$ cat src/common/csw_defs.vh
// Constants for the chip select and wait controller.
// Assumes a 32-bit AXI4-Lite register port and a 24-bit external address.
`ifndef CSW_DEFS_VH
`define CSW_DEFS_VH

// Register indices; byte address is four times the index
`define IDX_BLOCK0       8'h68
`define IDX_BLOCK1       8'h69
`define IDX_BLOCK2       8'h6a
`define IDX_STATUS       8'h6b

// Control register fields
`define F_ENABLE         7
`define F_SYSTEM_ONLY    6
`define F_STROBE_TYPE    5
`define F_BUS_WIDTH      4
`define F_WAIT_HI        3
`define F_WAIT_LO        2
`define F_REGION_HI      1
`define F_REGION_LO      0

// Reset values
`define RST_BLOCK0       8'h00
`define RST_BLOCK1       8'h00
`define RST_BLOCK2       8'h80

// Wait codes
`define WAIT_TWO         2'b00
`define WAIT_ONE         2'b01
`define WAIT_ONE_N       2'b10
`define WAIT_NONE        2'b11

// Base access length in clock cycles, before wait states
`define ACCESS_BASE      4'h2

// Region bounds
`define B0_LOW_START     24'h00_7f00
`define B0_LOW_START_NR  24'h00_0080
`define B0_LOW_END       24'h00_7fff
`define B1_LOW_START     24'h48_0000
`define B1_LOW_END       24'h7f_ffff
`define B2_LOW_START     24'h80_0000
`define B2_LOW_END       24'hff_ffff
`define REGION_01_START  24'h40_0000
`define REGION_10_START  24'h80_0000
`define REGION_11_START  24'hc0_0000
`define QUADRANT_MASK    24'h3f_ffff

// AXI responses
`define RESP_OKAY        2'b00
`define RESP_SLVERR      2'b10

`endif

$ cat src/chip_select_wait_control.v
// Three-block chip select and wait-state controller for an external bus.
// Assumes acc_* inputs come from logic on mclk; wait_pin_b is a raw pin.
//
// Operation
// - Each block has an enable bit; after reset only block 2 is enabled.
// - After reset block 2 runs 16-bit bus with two wait states.
// - Control register writes take effect only from system mode accesses.
// - Bus-width bit 0 selects 16-bit bus, 1 selects 8-bit bus.
// - Wait code 00 two, 01 one, 10 one plus extension, 11 none.
// - Strobe-type bit routes decode to chip select (0) or column strobe (1).
// - Block 0 regions: 7F00-7FFF, 400000, 800000, C00000 for codes 00-11.
// - Without internal RAM, block 0 code 00 covers 80 up to 7FFF.
// - Block 1 region starts 480000, 400000, 800000, C00000 for codes 00-11.
// - Block 2 region starts 800000, 400000, 800000, C00000 for codes 00-11.
//
// Our own choice: register access over AXI4-Lite.
`timescale 1ns/1ps
`include "csw_defs.vh"

module chip_select_wait_control #(
	parameter NO_INT_RAM = 0,
	parameter AW         = 12
) (
	// Clock and reset
	input  wire          mclk,
	input  wire          rst_b,
	// AXI4-Lite write address and data
	input  wire [AW-1:0] awaddr,
	input  wire [2:0]    awprot,
	input  wire          awvalid,
	output reg           awready,
	input  wire [31:0]   wdata,
	input  wire [3:0]    wstrb,
	input  wire          wvalid,
	output reg           wready,
	// AXI4-Lite write response
	output reg  [1:0]    bresp,
	output reg           bvalid,
	input  wire          bready,
	// AXI4-Lite read
	input  wire [AW-1:0] araddr,
	input  wire [2:0]    arprot,
	input  wire          arvalid,
	output reg           arready,
	output reg  [31:0]   rdata,
	output reg  [1:0]    rresp,
	output reg           rvalid,
	input  wire          rready,
	// External access request from the CPU
	input  wire          acc_start,
	input  wire [23:0]   acc_addr,
	input  wire          acc_system,
	input  wire          wait_pin_b,
	// External bus outputs
	output reg           select_out_0,
	output reg           select_out_1,
	output reg           select_out_2,
	output reg           column_strobe_out_0,
	output reg           column_strobe_out_1,
	output reg           column_strobe_out_2,
	output reg           bus_8bit,
	output reg           acc_busy,
	output reg           acc_done
);

	localparam ST_IDLE   = 1'b0;
	localparam ST_ACCESS = 1'b1;

	reg  [7:0]  block0_select_ctrl;
	reg  [7:0]  block1_select_ctrl;
	reg  [7:0]  block2_select_ctrl;

	// Write channel holding registers
	reg         aw_held;
	reg  [9:0]  aw_idx;
	reg         aw_sys;
	reg         w_held;
	reg  [7:0]  w_byte;
	reg         w_lane;

	// Access sequencer
	reg         state;
	reg  [3:0]  cnt;
	reg         ext_mode;
	reg         wait_s1;
	reg         wait_s2;

	// Region decode
	reg  [23:0] b0_start;
	reg  [23:0] b0_end;
	reg  [23:0] b1_start;
	reg  [23:0] b1_end;
	reg  [23:0] b2_start;
	reg  [23:0] b2_end;
	reg  [2:0]  hit;
	reg  [7:0]  sel_ctrl;
	reg  [1:0]  sel_blk;
	reg         sel_any;
	reg  [3:0]  next_cnt;

	wire [7:0]  status;
	wire [7:0]  ctrl [0:2];

	assign ctrl[0] = block0_select_ctrl;
	assign ctrl[1] = block1_select_ctrl;
	assign ctrl[2] = block2_select_ctrl;
	assign status = {bus_8bit, acc_busy,
		column_strobe_out_2, column_strobe_out_1, column_strobe_out_0,
		select_out_2, select_out_1, select_out_0};

	// Region start and end for each block
	always @* begin
		case (block0_select_ctrl[`F_REGION_HI:`F_REGION_LO])
		2'b00: begin
			b0_start = NO_INT_RAM ? `B0_LOW_START_NR : `B0_LOW_START;
			b0_end   = `B0_LOW_END;
		end
		2'b01: begin
			b0_start = `REGION_01_START;
			b0_end   = `REGION_01_START | `QUADRANT_MASK;
		end
		2'b10: begin
			b0_start = `REGION_10_START;
			b0_end   = `REGION_10_START | `QUADRANT_MASK;
		end
		default: begin
			b0_start = `REGION_11_START;
			b0_end   = `REGION_11_START | `QUADRANT_MASK;
		end
		endcase
		case (block1_select_ctrl[`F_REGION_HI:`F_REGION_LO])
		2'b00: begin
			b1_start = `B1_LOW_START;
			b1_end   = `B1_LOW_END;
		end
		2'b01: begin
			b1_start = `REGION_01_START;
			b1_end   = `REGION_01_START | `QUADRANT_MASK;
		end
		2'b10: begin
			b1_start = `REGION_10_START;
			b1_end   = `REGION_10_START | `QUADRANT_MASK;
		end
		default: begin
			b1_start = `REGION_11_START;
			b1_end   = `REGION_11_START | `QUADRANT_MASK;
		end
		endcase
		case (block2_select_ctrl[`F_REGION_HI:`F_REGION_LO])
		2'b00: begin
			b2_start = `B2_LOW_START;
			b2_end   = `B2_LOW_END;
		end
		2'b01: begin
			b2_start = `REGION_01_START;
			b2_end   = `REGION_01_START | `QUADRANT_MASK;
		end
		2'b10: begin
			b2_start = `REGION_10_START;
			b2_end   = `REGION_10_START | `QUADRANT_MASK;
		end
		default: begin
			b2_start = `REGION_11_START;
			b2_end   = `REGION_11_START | `QUADRANT_MASK;
		end
		endcase
	end

	// Per-block hit: enabled, in region, and mode allowed
	always @* begin
		hit[0] = (acc_addr >= b0_start) && (acc_addr <= b0_end);
		hit[1] = (acc_addr >= b1_start) && (acc_addr <= b1_end);
		hit[2] = (acc_addr >= b2_start) && (acc_addr <= b2_end);
		hit = hit & {ctrl[2][`F_ENABLE], ctrl[1][`F_ENABLE],
			ctrl[0][`F_ENABLE]};
		hit = hit & ~({ctrl[2][`F_SYSTEM_ONLY], ctrl[1][`F_SYSTEM_ONLY],
			ctrl[0][`F_SYSTEM_ONLY]} & {3{~acc_system}});
	end

	// Lowest numbered block wins an overlap
	always @* begin
		sel_any = |hit;
		if (hit[0]) begin
			sel_blk = 2'd0;
		end else if (hit[1]) begin
			sel_blk = 2'd1;
		end else begin
			sel_blk = 2'd2;
		end
		sel_ctrl = sel_any ? ctrl[sel_blk] : 8'h00;
	end

	// Cycle count for the selected wait code
	always @* begin
		case (sel_ctrl[`F_WAIT_HI:`F_WAIT_LO])
		`WAIT_TWO:   next_cnt = `ACCESS_BASE + 4'h2;
		`WAIT_ONE:   next_cnt = `ACCESS_BASE + 4'h1;
		`WAIT_ONE_N: next_cnt = `ACCESS_BASE + 4'h1;
		default:     next_cnt = `ACCESS_BASE;
		endcase
	end

	// Wait pin synchroniser
	always @(posedge mclk) begin
		if (!rst_b) begin
			wait_s1 <= 1'b1;
			wait_s2 <= 1'b1;
		end else begin
			wait_s1 <= wait_pin_b;
			wait_s2 <= wait_s1;
		end
	end

	// Access sequencer driving select, strobe and width outputs
	always @(posedge mclk) begin
		if (!rst_b) begin
			state               <= ST_IDLE;
			cnt                 <= 4'h0;
			ext_mode            <= 1'b0;
			select_out_0        <= 1'b0;
			select_out_1        <= 1'b0;
			select_out_2        <= 1'b0;
			column_strobe_out_0 <= 1'b0;
			column_strobe_out_1 <= 1'b0;
			column_strobe_out_2 <= 1'b0;
			bus_8bit            <= 1'b0;
			acc_busy            <= 1'b0;
			acc_done            <= 1'b0;
		end else begin
			acc_done <= 1'b0;
			case (state)
			ST_IDLE: begin
				if (acc_start) begin
					state    <= ST_ACCESS;
					acc_busy <= 1'b1;
					cnt      <= next_cnt - 4'h1;
					ext_mode <= (sel_ctrl[`F_WAIT_HI:`F_WAIT_LO] ==
						`WAIT_ONE_N);
					bus_8bit <= sel_ctrl[`F_BUS_WIDTH];
					select_out_0 <= hit[0] && !sel_ctrl[`F_STROBE_TYPE]
						&& sel_blk == 2'd0;
					select_out_1 <= hit[1] && !sel_ctrl[`F_STROBE_TYPE]
						&& sel_blk == 2'd1;
					select_out_2 <= hit[2] && !sel_ctrl[`F_STROBE_TYPE]
						&& sel_blk == 2'd2;
					column_strobe_out_0 <= hit[0] && sel_ctrl[`F_STROBE_TYPE]
						&& sel_blk == 2'd0;
					column_strobe_out_1 <= hit[1] && sel_ctrl[`F_STROBE_TYPE]
						&& sel_blk == 2'd1;
					column_strobe_out_2 <= hit[2] && sel_ctrl[`F_STROBE_TYPE]
						&& sel_blk == 2'd2;
				end
			end
			ST_ACCESS: begin
				if (cnt != 4'h0) begin
					cnt <= cnt - 4'h1;
				end else if (!(ext_mode && !wait_s2)) begin
					state               <= ST_IDLE;
					acc_busy            <= 1'b0;
					acc_done            <= 1'b1;
					select_out_0        <= 1'b0;
					select_out_1        <= 1'b0;
					select_out_2        <= 1'b0;
					column_strobe_out_0 <= 1'b0;
					column_strobe_out_1 <= 1'b0;
					column_strobe_out_2 <= 1'b0;
				end
			end
			default: state <= ST_IDLE;
			endcase
		end
	end

	// AXI write: address and data taken in either order
	always @(posedge mclk) begin
		if (!rst_b) begin
			awready            <= 1'b1;
			wready             <= 1'b1;
			aw_held            <= 1'b0;
			aw_idx             <= 10'h000;
			aw_sys             <= 1'b0;
			w_held             <= 1'b0;
			w_byte             <= 8'h00;
			w_lane             <= 1'b0;
			bvalid             <= 1'b0;
			bresp              <= `RESP_OKAY;
			block0_select_ctrl <= `RST_BLOCK0;
			block1_select_ctrl <= `RST_BLOCK1;
			block2_select_ctrl <= `RST_BLOCK2;
		end else begin
			if (awvalid && awready) begin
				aw_held <= 1'b1;
				awready <= 1'b0;
				aw_idx  <= awaddr[AW-1:2];
				aw_sys  <= awprot[0];
			end
			if (wvalid && wready) begin
				w_held <= 1'b1;
				wready <= 1'b0;
				w_byte <= wdata[7:0];
				w_lane <= wstrb[0];
			end
			if (aw_held && w_held && !bvalid) begin
				aw_held <= 1'b0;
				w_held  <= 1'b0;
				bvalid  <= 1'b1;
				if (aw_idx != {2'b00, `IDX_BLOCK0} &&
				    aw_idx != {2'b00, `IDX_BLOCK1} &&
				    aw_idx != {2'b00, `IDX_BLOCK2}) begin
					bresp <= `RESP_SLVERR;
				end else if (!aw_sys) begin
					bresp <= `RESP_SLVERR;
				end else begin
					bresp <= `RESP_OKAY;
					if (w_lane && aw_idx == {2'b00, `IDX_BLOCK0})
						block0_select_ctrl <= w_byte;
					if (w_lane && aw_idx == {2'b00, `IDX_BLOCK1})
						block1_select_ctrl <= w_byte;
					if (w_lane && aw_idx == {2'b00, `IDX_BLOCK2})
						block2_select_ctrl <= w_byte;
				end
			end
			if (bvalid && bready) begin
				bvalid  <= 1'b0;
				awready <= 1'b1;
				wready  <= 1'b1;
			end
		end
	end

	// AXI read: control registers read zero, status shows the sequencer
	always @(posedge mclk) begin
		if (!rst_b) begin
			arready <= 1'b1;
			rvalid  <= 1'b0;
			rdata   <= 32'h0000_0000;
			rresp   <= `RESP_OKAY;
		end else begin
			if (arvalid && arready) begin
				arready <= 1'b0;
				rvalid  <= 1'b1;
				rdata   <= 32'h0000_0000;
				rresp   <= `RESP_OKAY;
				if (araddr[AW-1:2] == {2'b00, `IDX_STATUS}) begin
					rdata <= {24'h00_0000, status};
				end else if (araddr[AW-1:2] != {2'b00, `IDX_BLOCK0} &&
				    araddr[AW-1:2] != {2'b00, `IDX_BLOCK1} &&
				    araddr[AW-1:2] != {2'b00, `IDX_BLOCK2}) begin
					rresp <= `RESP_SLVERR;
				end
			end
			if (rvalid && rready) begin
				rvalid  <= 1'b0;
				arready <= 1'b1;
			end
		end
	end

endmodule

$ cat config.mk
export PLATFORM = sky130hd
export DESIGN_NAME = chip_select_wait_control
export DESIGN_NICKNAME = d
export VERILOG_FILES = /design/src/chip_select_wait_control.v
export VERILOG_INCLUDE_DIRS = /design/src /design/src/common
export SDC_FILE = /design/constraint.sdc
export NUM_CORES = 1
export LEC_CHECK = 0
export BUFFER_PORTS_ARGS = -buffer_cell sky130_fd_sc_hd__buf_2
export CORE_MARGIN = 10
export CORE_UTILIZATION = 40
export CTS_BUF_LIST = sky130_fd_sc_hd__clkbuf_16
export DETAILED_ROUTE_END_ITERATION = 12
export GPL_TIMING_DRIVEN = 0
export MAX_ROUTING_LAYER = met4
export PLACE_DENSITY = 0.7
export SYNTH_ARGS = -nofsm -noshare
export SYNTH_HDL_FRONTEND = slang
export SYNTH_SLANG_ARGS = --single-unit
export TNS_END_PERCENT = 30
$ cat constraint.sdc
create_clock -name mclk -period 3.4 [get_ports mclk]
set_input_delay 0.68 -clock mclk [delete_from_list [all_inputs] [get_ports mclk]]
set_output_delay 0.68 -clock mclk [all_outputs]
set_load 0.005 [all_outputs]
==> flow_summary.json, run 1 <==
{
  "drv_cap": 0,
  "whs_ns": 0.409,
  "yosysTopAreaCellShare": 0.374,
  "fp.dieH_um": 122,
  "critPathSlowestCell": "dfxtp_2",
  "num_antenna_cells": 0,
  "antenna_found_initial": 0,
  "status": "finished clean",
  "grt_setup_unrepaired": "yes",
  "setup_violations": 0,
  "yosysWarnings": 0,
  "synth_largest_area_cell": "dfxtp_1",
  "finClkSkew_ns": 0.00543,
  "initial_core_util": 0.408,
  "path_clk_slew_ns": 0.06,
  "tns_ns": 0,
  "cts_tree": "yes",
  "place.gp.congestion": 0.812,
  "total_power_mw": 2.32,
  "synth_area_um2": 4180,
  "drc_errors": 0,
  "grt_overflow": 0,
  "grt_start_max_net_pins": 14,
  "drtPass1Iterations": 4,
  "cts_hold_buffers": 0,
  "cp.arrival_ns": 3.62,
  "clock.fmax_mhz": 295,
  "dp_hpwl_mm": 8.27,
  "hp-class": "register to register",
  "cts_max_level": 3,
  "ys_ff_latch": 78,
  "fin_crit_sh": 0.997,
  "crit_top_cell": "ha_4",
  "synth_flop_cell": "dfxtp_1",
  "p_per_area_nw_per_um2": 422,
  "vias": 3762,
  "clkLatencyLatePin_ns": 0.33,
  "leakagePower_nw": 2.28,
  "grt_usage": 0.145,
  "path_max_fanout": 8,
  "worst_pin_slew_ns": 0.571,
  "cp.depth": 17,
  "final_common_cell": "buf_2",
  "worstRegToRegCells": 17,
  "ys_types": 64,
  "ant_nets": 0,
  "drtIter0Drc": 138,
  "synth_edf_count": 0,
  "crit_chain": "or2_1, buf_6, clkinv_8, ha_4, nand4_1, nor2_2, a41oi_2, a32oi_4, or2_4, mux2i_4, ha_4, mux2i_4, ha_4, nor2_2, nand3_1, o21ai_1, a221oi_1",
  "vdd_ir_drop_max_mv": 0.313,
  "cts_buffers": 9,
  "end_kind": "register",
  "drive_above_1_share": 0.293,
  "areaGrowthSynthToFinish_pct": 31.9,
  "critPathTopFamily": "simple AND/OR/NAND/NOR gates",
  "port_buffers": 87,
  "start_kind": "register",
  "cpPeakStageDelay_ns": 0.34,
  "final_cells": 760,
  "syn_area_per_cell_um2": 8.69,
  "synthTopCellsByArea": "dfxtp_1 37%, nand2_1 7.5%, ha_1 7.2%",
  "async_flop_share": 0,
  "grt_pass1_vias": 3688,
  "nNetsFinal": 743,
  "cts_root_buf": "clkbuf_16",
  "synth_cells": 481,
  "finalHoldViolCount": 0,
  "clock_path_buffers": 2,
  "hold_depth": 1,
  "cp.required_ns": 3.63,
  "ios": 150,
  "cts_sinks": 78,
  "rows": 37,
  "slew_headroom": 0.618,
  "fp.dieW_um": 122,
  "grt_pass1_wl_mm": 17.4,
  "wirelength_mm": 11.0,
  "synth.yosys.seq_area_share": 0.374,
  "mostFrequentLayoutCells": "87 x buf_2, 84 x nand2_1, 76 x dfxtp_1",
  "core_area_um2": 10200,
  "finalCriticalPeriod_ns": 3.39,
  "crit_buf_inv": 2,
  "placed_cells": 729,
  "dieArea_um2": 14900,
  "vias_per_cell": 4.95,
  "crit_type": "register to register",
  "drv_slew": 0,
  "avgRoutedWirePerCell_um": 14.5
}
[worst register-to-register path: stages (launching register included)]
cell and delay [ns]:
dfxtp_2 0.34, or2_1 0.12, buf_6 0.13, clkinv_8 0.08
ha_4 0.26, nand4_1 0.18, nor2_2 0.23, a41oi_2 0.15
a32oi_4 0.26, or2_4 0.21, mux2i_4 0.28, ha_4 0.25
mux2i_4 0.19, ha_4 0.17, nor2_2 0.03, nand3_1 0.05
o21ai_1 0.07, a221oi_1 0.28
[metrics by stage]
stage                     setup slack (ns)  utilization  instance area, µm²
final                               0.0109        0.539                5510
after CTS                         0.000252        0.527                5390
after floorplan                     0.0341            -                4290
after global routing                -0.165        0.539                5510
after detailed placement            -0.509        0.478                4890
after global placement              -0.439        0.478                4890
[kinds of logic after synthesis]
| logic type | after synthesis | synth area share |
|---|---|---|
| AOI/OAI and AO/OA | 95 | 0.172 |
| adders and majority gates | 24 | 0.0719 |
| buffers and inverters | 65 | 0.0847 |
| DFF | 78 | 0.374 |
| muxes | 20 | 0.0491 |
| other | 1 | 0.000897 |
| and+or+nand+nor | 198 | 0.248 |
[cell usage after synthesis (all sizes together), types with 2 or more instances]
master   number
nor2         21
nand3         8
nor3b         3
nand4         4
a21boi       36
nand4b        2
and2          7
ha           24
or3           3
a22oi         9
a21oi        10
inv          20
a41oi         4
or3b          2
clkbuf       16
o31ai         2
o211ai        3
buf          29
o2111ai       3
or2           2
nor4b         2
nand2b        9
dfxtp        78
nor3          9
nor2b        27
o21ai        14
a31o          2
a31oi         2
nor4          8
nand2        84
mux2i        19
o221ai        2
[flip-flops by register name, indices dropped and copies added, names as in the netlist, 4 cells and up]
name and flops:
aw_idx 10, block2_select_ctrl 8, cnt 4, rdata 8, w_byte 8, block0_select_ctrl 8
block1_select_ctrl 8
[what timing repair did]
action,in CTS,in global routing
pin swaps,10,15
endpoints found under the setup margin,2,2
setup buffers,9,6
gates resized for setup,18,15
[path summary, 6_finish.rpt]
check        slack [ns]       to                  start
max                0.01   cnt[2]  block0_select_ctrl[1]
min                0.41  wait_s2                wait_s1
max reg2reg        0.01   cnt[2]  block0_select_ctrl[1]
min reg2reg        0.41  wait_s2                wait_s1
[where the power goes]
group | internal (mW) | switching (mW) | total (mW)
Combinational | 0.128 | 0.144 | 0.272
Sequential | 0.947 | 0.0253 | 0.972
Clock | 0.714 | 0.366 | 1.08
[cell type report]
cell class              count  area [µm²]
fillers                   957        4720
multi-input cells         363        2520
flip-flops and latches     78        1560
repair buffers            102         551
plain buffers              45         279
clock buffers               9         225
well taps                 136         170
clock inverters             7         114
inverters                  20        87.6
[routing by layer]
metal,vias to the layer above,track usage,share of wire
li1,1901,-,-
met1,1709,0.172,0.44
met2,133,0.230,0.47
met3,19,0.0482,0.078
met4,0,0.0412,0.013
met5,-,-,0
Note: power is estimated with default switching activity, not from simulation.
==> inputs of run 2 (changes only) <==
--- a/config.mk
+++ b/config.mk
@@ -6,6 +6,7 @@
 export SDC_FILE = /design/constraint.sdc
 export NUM_CORES = 1
 export LEC_CHECK = 0
+export ABC_AREA = 1
 export BUFFER_PORTS_ARGS = -buffer_cell sky130_fd_sc_hd__buf_2
 export CORE_MARGIN = 10
 export CORE_UTILIZATION = 40
==> run 2 against run 1 <==
Compared with the run above: hold slack improved by 0.014 ns; first-iteration DRC count is 37% higher; worst setup slack better by 0.28 ns; wire length is 2.6% lower; design area is 5.8% lower; via count increased by 5.1%; flip-flop and latch count is the same; total power decreased by 0.82%; final cell count up 9.5%; non-clock buffer count decreased by 18; register-to-register slack better by 0.28 ns; largest cell class unchanged; highest routed layer unchanged.
==> flow_summary.json, run 2 <==
{
  "status": "finished clean",
  "avgRoutedWirePerCell_um": 12.9,
  "ys_types": 43,
  "fillers": 1018,
  "largest_reg_flops": 10,
  "leakagePower_nw": 2.50,
  "grt_use_met1": 0.166,
  "drv_slew": 0,
  "syn_area_per_cell_um2": 7.31,
  "drtPass1Iterations": 5,
  "clock_path_buffers": 2,
  "rows": 37,
  "finClkSkew_ns": 0.00784,
  "cts_hold_buffers": 0,
  "synth_area_um2": 4150,
  "clkLatencyLatePin_ns": 0.33,
  "dp_hpwl_mm": 8.57,
  "hp-class": "register to register",
  "vdd_ir_drop_max_mv": 0.271,
  "dieArea_um2": 14900,
  "grt_pass1_wl_mm": 17.7,
  "use_met3": 0.0555,
  "cts_buffers": 9,
  "cts_max_level": 3,
  "cts_root_buf": "clkbuf_16",
  "vias_per_cell": 4.75,
  "grt_pass1_vias": 3902,
  "crit_type": "input pin to register",
  "grt_overflow": 0,
  "rrSetupSlack_ns": 0.29,
  "vias": 3955,
  "areaGrowthSynthToFinish_pct": 25.1,
  "grt_start_max_net_pins": 13,
  "regMostFlops": "aw_idx",
  "clock.fmax_mhz": 321,
  "cp.arrival_ns": 3.31,
  "yosysMostFrequentCell": "nand2_1",
  "finalCriticalPeriod_ns": 3.11,
  "mostFrequentLayoutCells": "94 x nand2_1, 88 x buf_2, 76 x dfxtp_1",
  "total_power_mw": 2.31,
  "worst_pin_slew_ns": 0.654,
  "num_antenna_cells": 0,
  "fp.dieH_um": 122,
  "port_buffers": 87,
  "path_max_fanout": 9,
  "grt_setup_unrepaired": "no",
  "async_flop_share": 0,
  "cts_setup_buffers": 0,
  "final_common_cell": "nand2_1",
  "wirelength_mm": 10.7,
  "synthTopCellsByArea": "dfxtp_1 38%, nand2_1 8.5%, ha_1 7.2%",
  "busiest_layer": "met2",
  "p_per_area_nw_per_um2": 444,
  "fin_crit_sh": 0.916,
  "met2_usage": 0.245,
  "slew_headroom": 0.560,
  "grt_usage": 0.148,
  "drtIter0Drc": 189,
  "end_kind": "register",
  "ant_nets": 0,
  "ios": 150,
  "pre_cts_ws_ns": -0.104,
  "post_cts_resized": 0,
  "synth_cells": 568,
  "synth_edf_count": 0,
  "nNetsFinal": 815,
  "drive_above_1_share": 0.226,
  "yosysWarnings": 0,
  "setup_ws_ns": 0.286,
  "fp.dieW_um": 122,
  "cts_tree": "yes",
  "initial_core_util": 0.406,
  "place.gp.congestion": 0.887,
  "cp.required_ns": 3.59,
  "drc_errors": 0,
  "synth_largest_area_cell": "dfxtp_1",
  "synth.yosys.seq_area_share": 0.376,
  "setup_violations": 0,
  "place_area_um2": 4850,
  "finalHoldViolCount": 0,
  "ys_ff_latch": 78,
  "antenna_found_initial": 0,
  "path_clk_slew_ns": 0.06,
  "synth_flop_cell": "dfxtp_1",
  "yosysTopAreaCellShare": 0.376,
  "fin_util": 0.508,
  "drv_cap": 0,
  "final_area_um2": 5190,
  "synth_commonest_cells": "94 x nand2_1, 78 x dfxtp_1, 66 x inv_1, 66 x nor2_1, 56 x a21oi_1",
  "cts_sinks": 78,
  "tns_ns": 0,
  "start_kind": "input pin",
  "core_area_um2": 10200
}
run 2: cell types whose count changed in the layout (fill, tap and decap cells not counted), moves of 15 or more:
cell,before,now
buf_4,42,27
a21boi_0,34,1
inv_1,20,68
nor2_1,18,66
mux2i_1,17,0
nor2b_1,27,0
a21oi_1,7,56
o21ai_0,10,45
run 2: routing by layer:
layer,part of all wire,wire length [µm],vias to the layer above
met5,0,0,-
met4,0.0087,93,0
met3,0.074,791,10
met2,0.49,5230,105
met1,0.43,4610,1768
li1,-,-,2072
run 2: area by class of cell:
cell class,instances,area (µm²),share of cell area
plain buffers,42,268,0.0515
clock buffers,9,225,0.0434
clock inverters,7,105,0.0202
inverters,69,259,0.0499
multi-input cells,404,2170,0.417
flip-flops and latches,78,1560,0.301
well taps,136,170,0.0328
repair buffers,87,435,0.0838
run 2: kinds of logic (layout without fill, tap and decap cells):
kind of cell	after synthesis	count (layout)	synth area share
AND/OR/NAND/NOR	227	227	0.252
other	1	26	0.000903
buffers and inverters	111	214	0.127
multiplexers	1	1	0.00241
AO/OA/AOI/OAI	125	125	0.167
XOR/XNOR	1	1	0.00211
flip-flops	78	78	0.376
adder cells (fa/ha/maj)	24	24	0.0723
run 2: path summary, 6_finish.rpt:
path                              start  endpoint  cells past startpoint
setup / recovery           acc_addr[23]    cnt[2]                     18
hold / removal                  wait_s1   wait_s2                      1
setup reg to reg  block0_select_ctrl[1]    cnt[2]                     18
hold reg to reg                 wait_s1   wait_s2                      1
run 2: report_power, final:
group          leakage, nW  internal [mW]  switching, mW  total [mW]
Clock                0.167          0.706          0.347        1.05
Sequential           0.638          0.956         0.0223       0.978
Combinational         1.69          0.111          0.163       0.274
Total                 2.50           1.77          0.532        2.31
run 2: through the flow:
| step | hold slack, ns | cells |
|---|---|---|
| 2_1_floorplan | 0.393 | 593 |
| 3_3_place_gp | 0.402 | 816 |
| 3_5_place_dp | 0.417 | 816 |
| 4_1_cts | 0.429 | 832 |
| 5_1_grt | 0.438 | 832 |
| 6_report | 0.423 | 832 |
run 2: worst max-delay path, stage by stage:
cell	delay (ns)
buf_2	0.15
ha_1	0.33
nand4_1	0.11
nor2_1	0.14
nand3_1	0.09
nand2_1	0.06
inv_1	0.03
nand2_1	0.07
nand2_2	0.11
nand3_4	0.12
nand2_1	0.12
o221ai_1	0.19
nand2_1	0.11
ha_1	0.32
mux2i_2	0.22
ha_2	0.23
xor2_1	0.16
a211oi_1	0.09
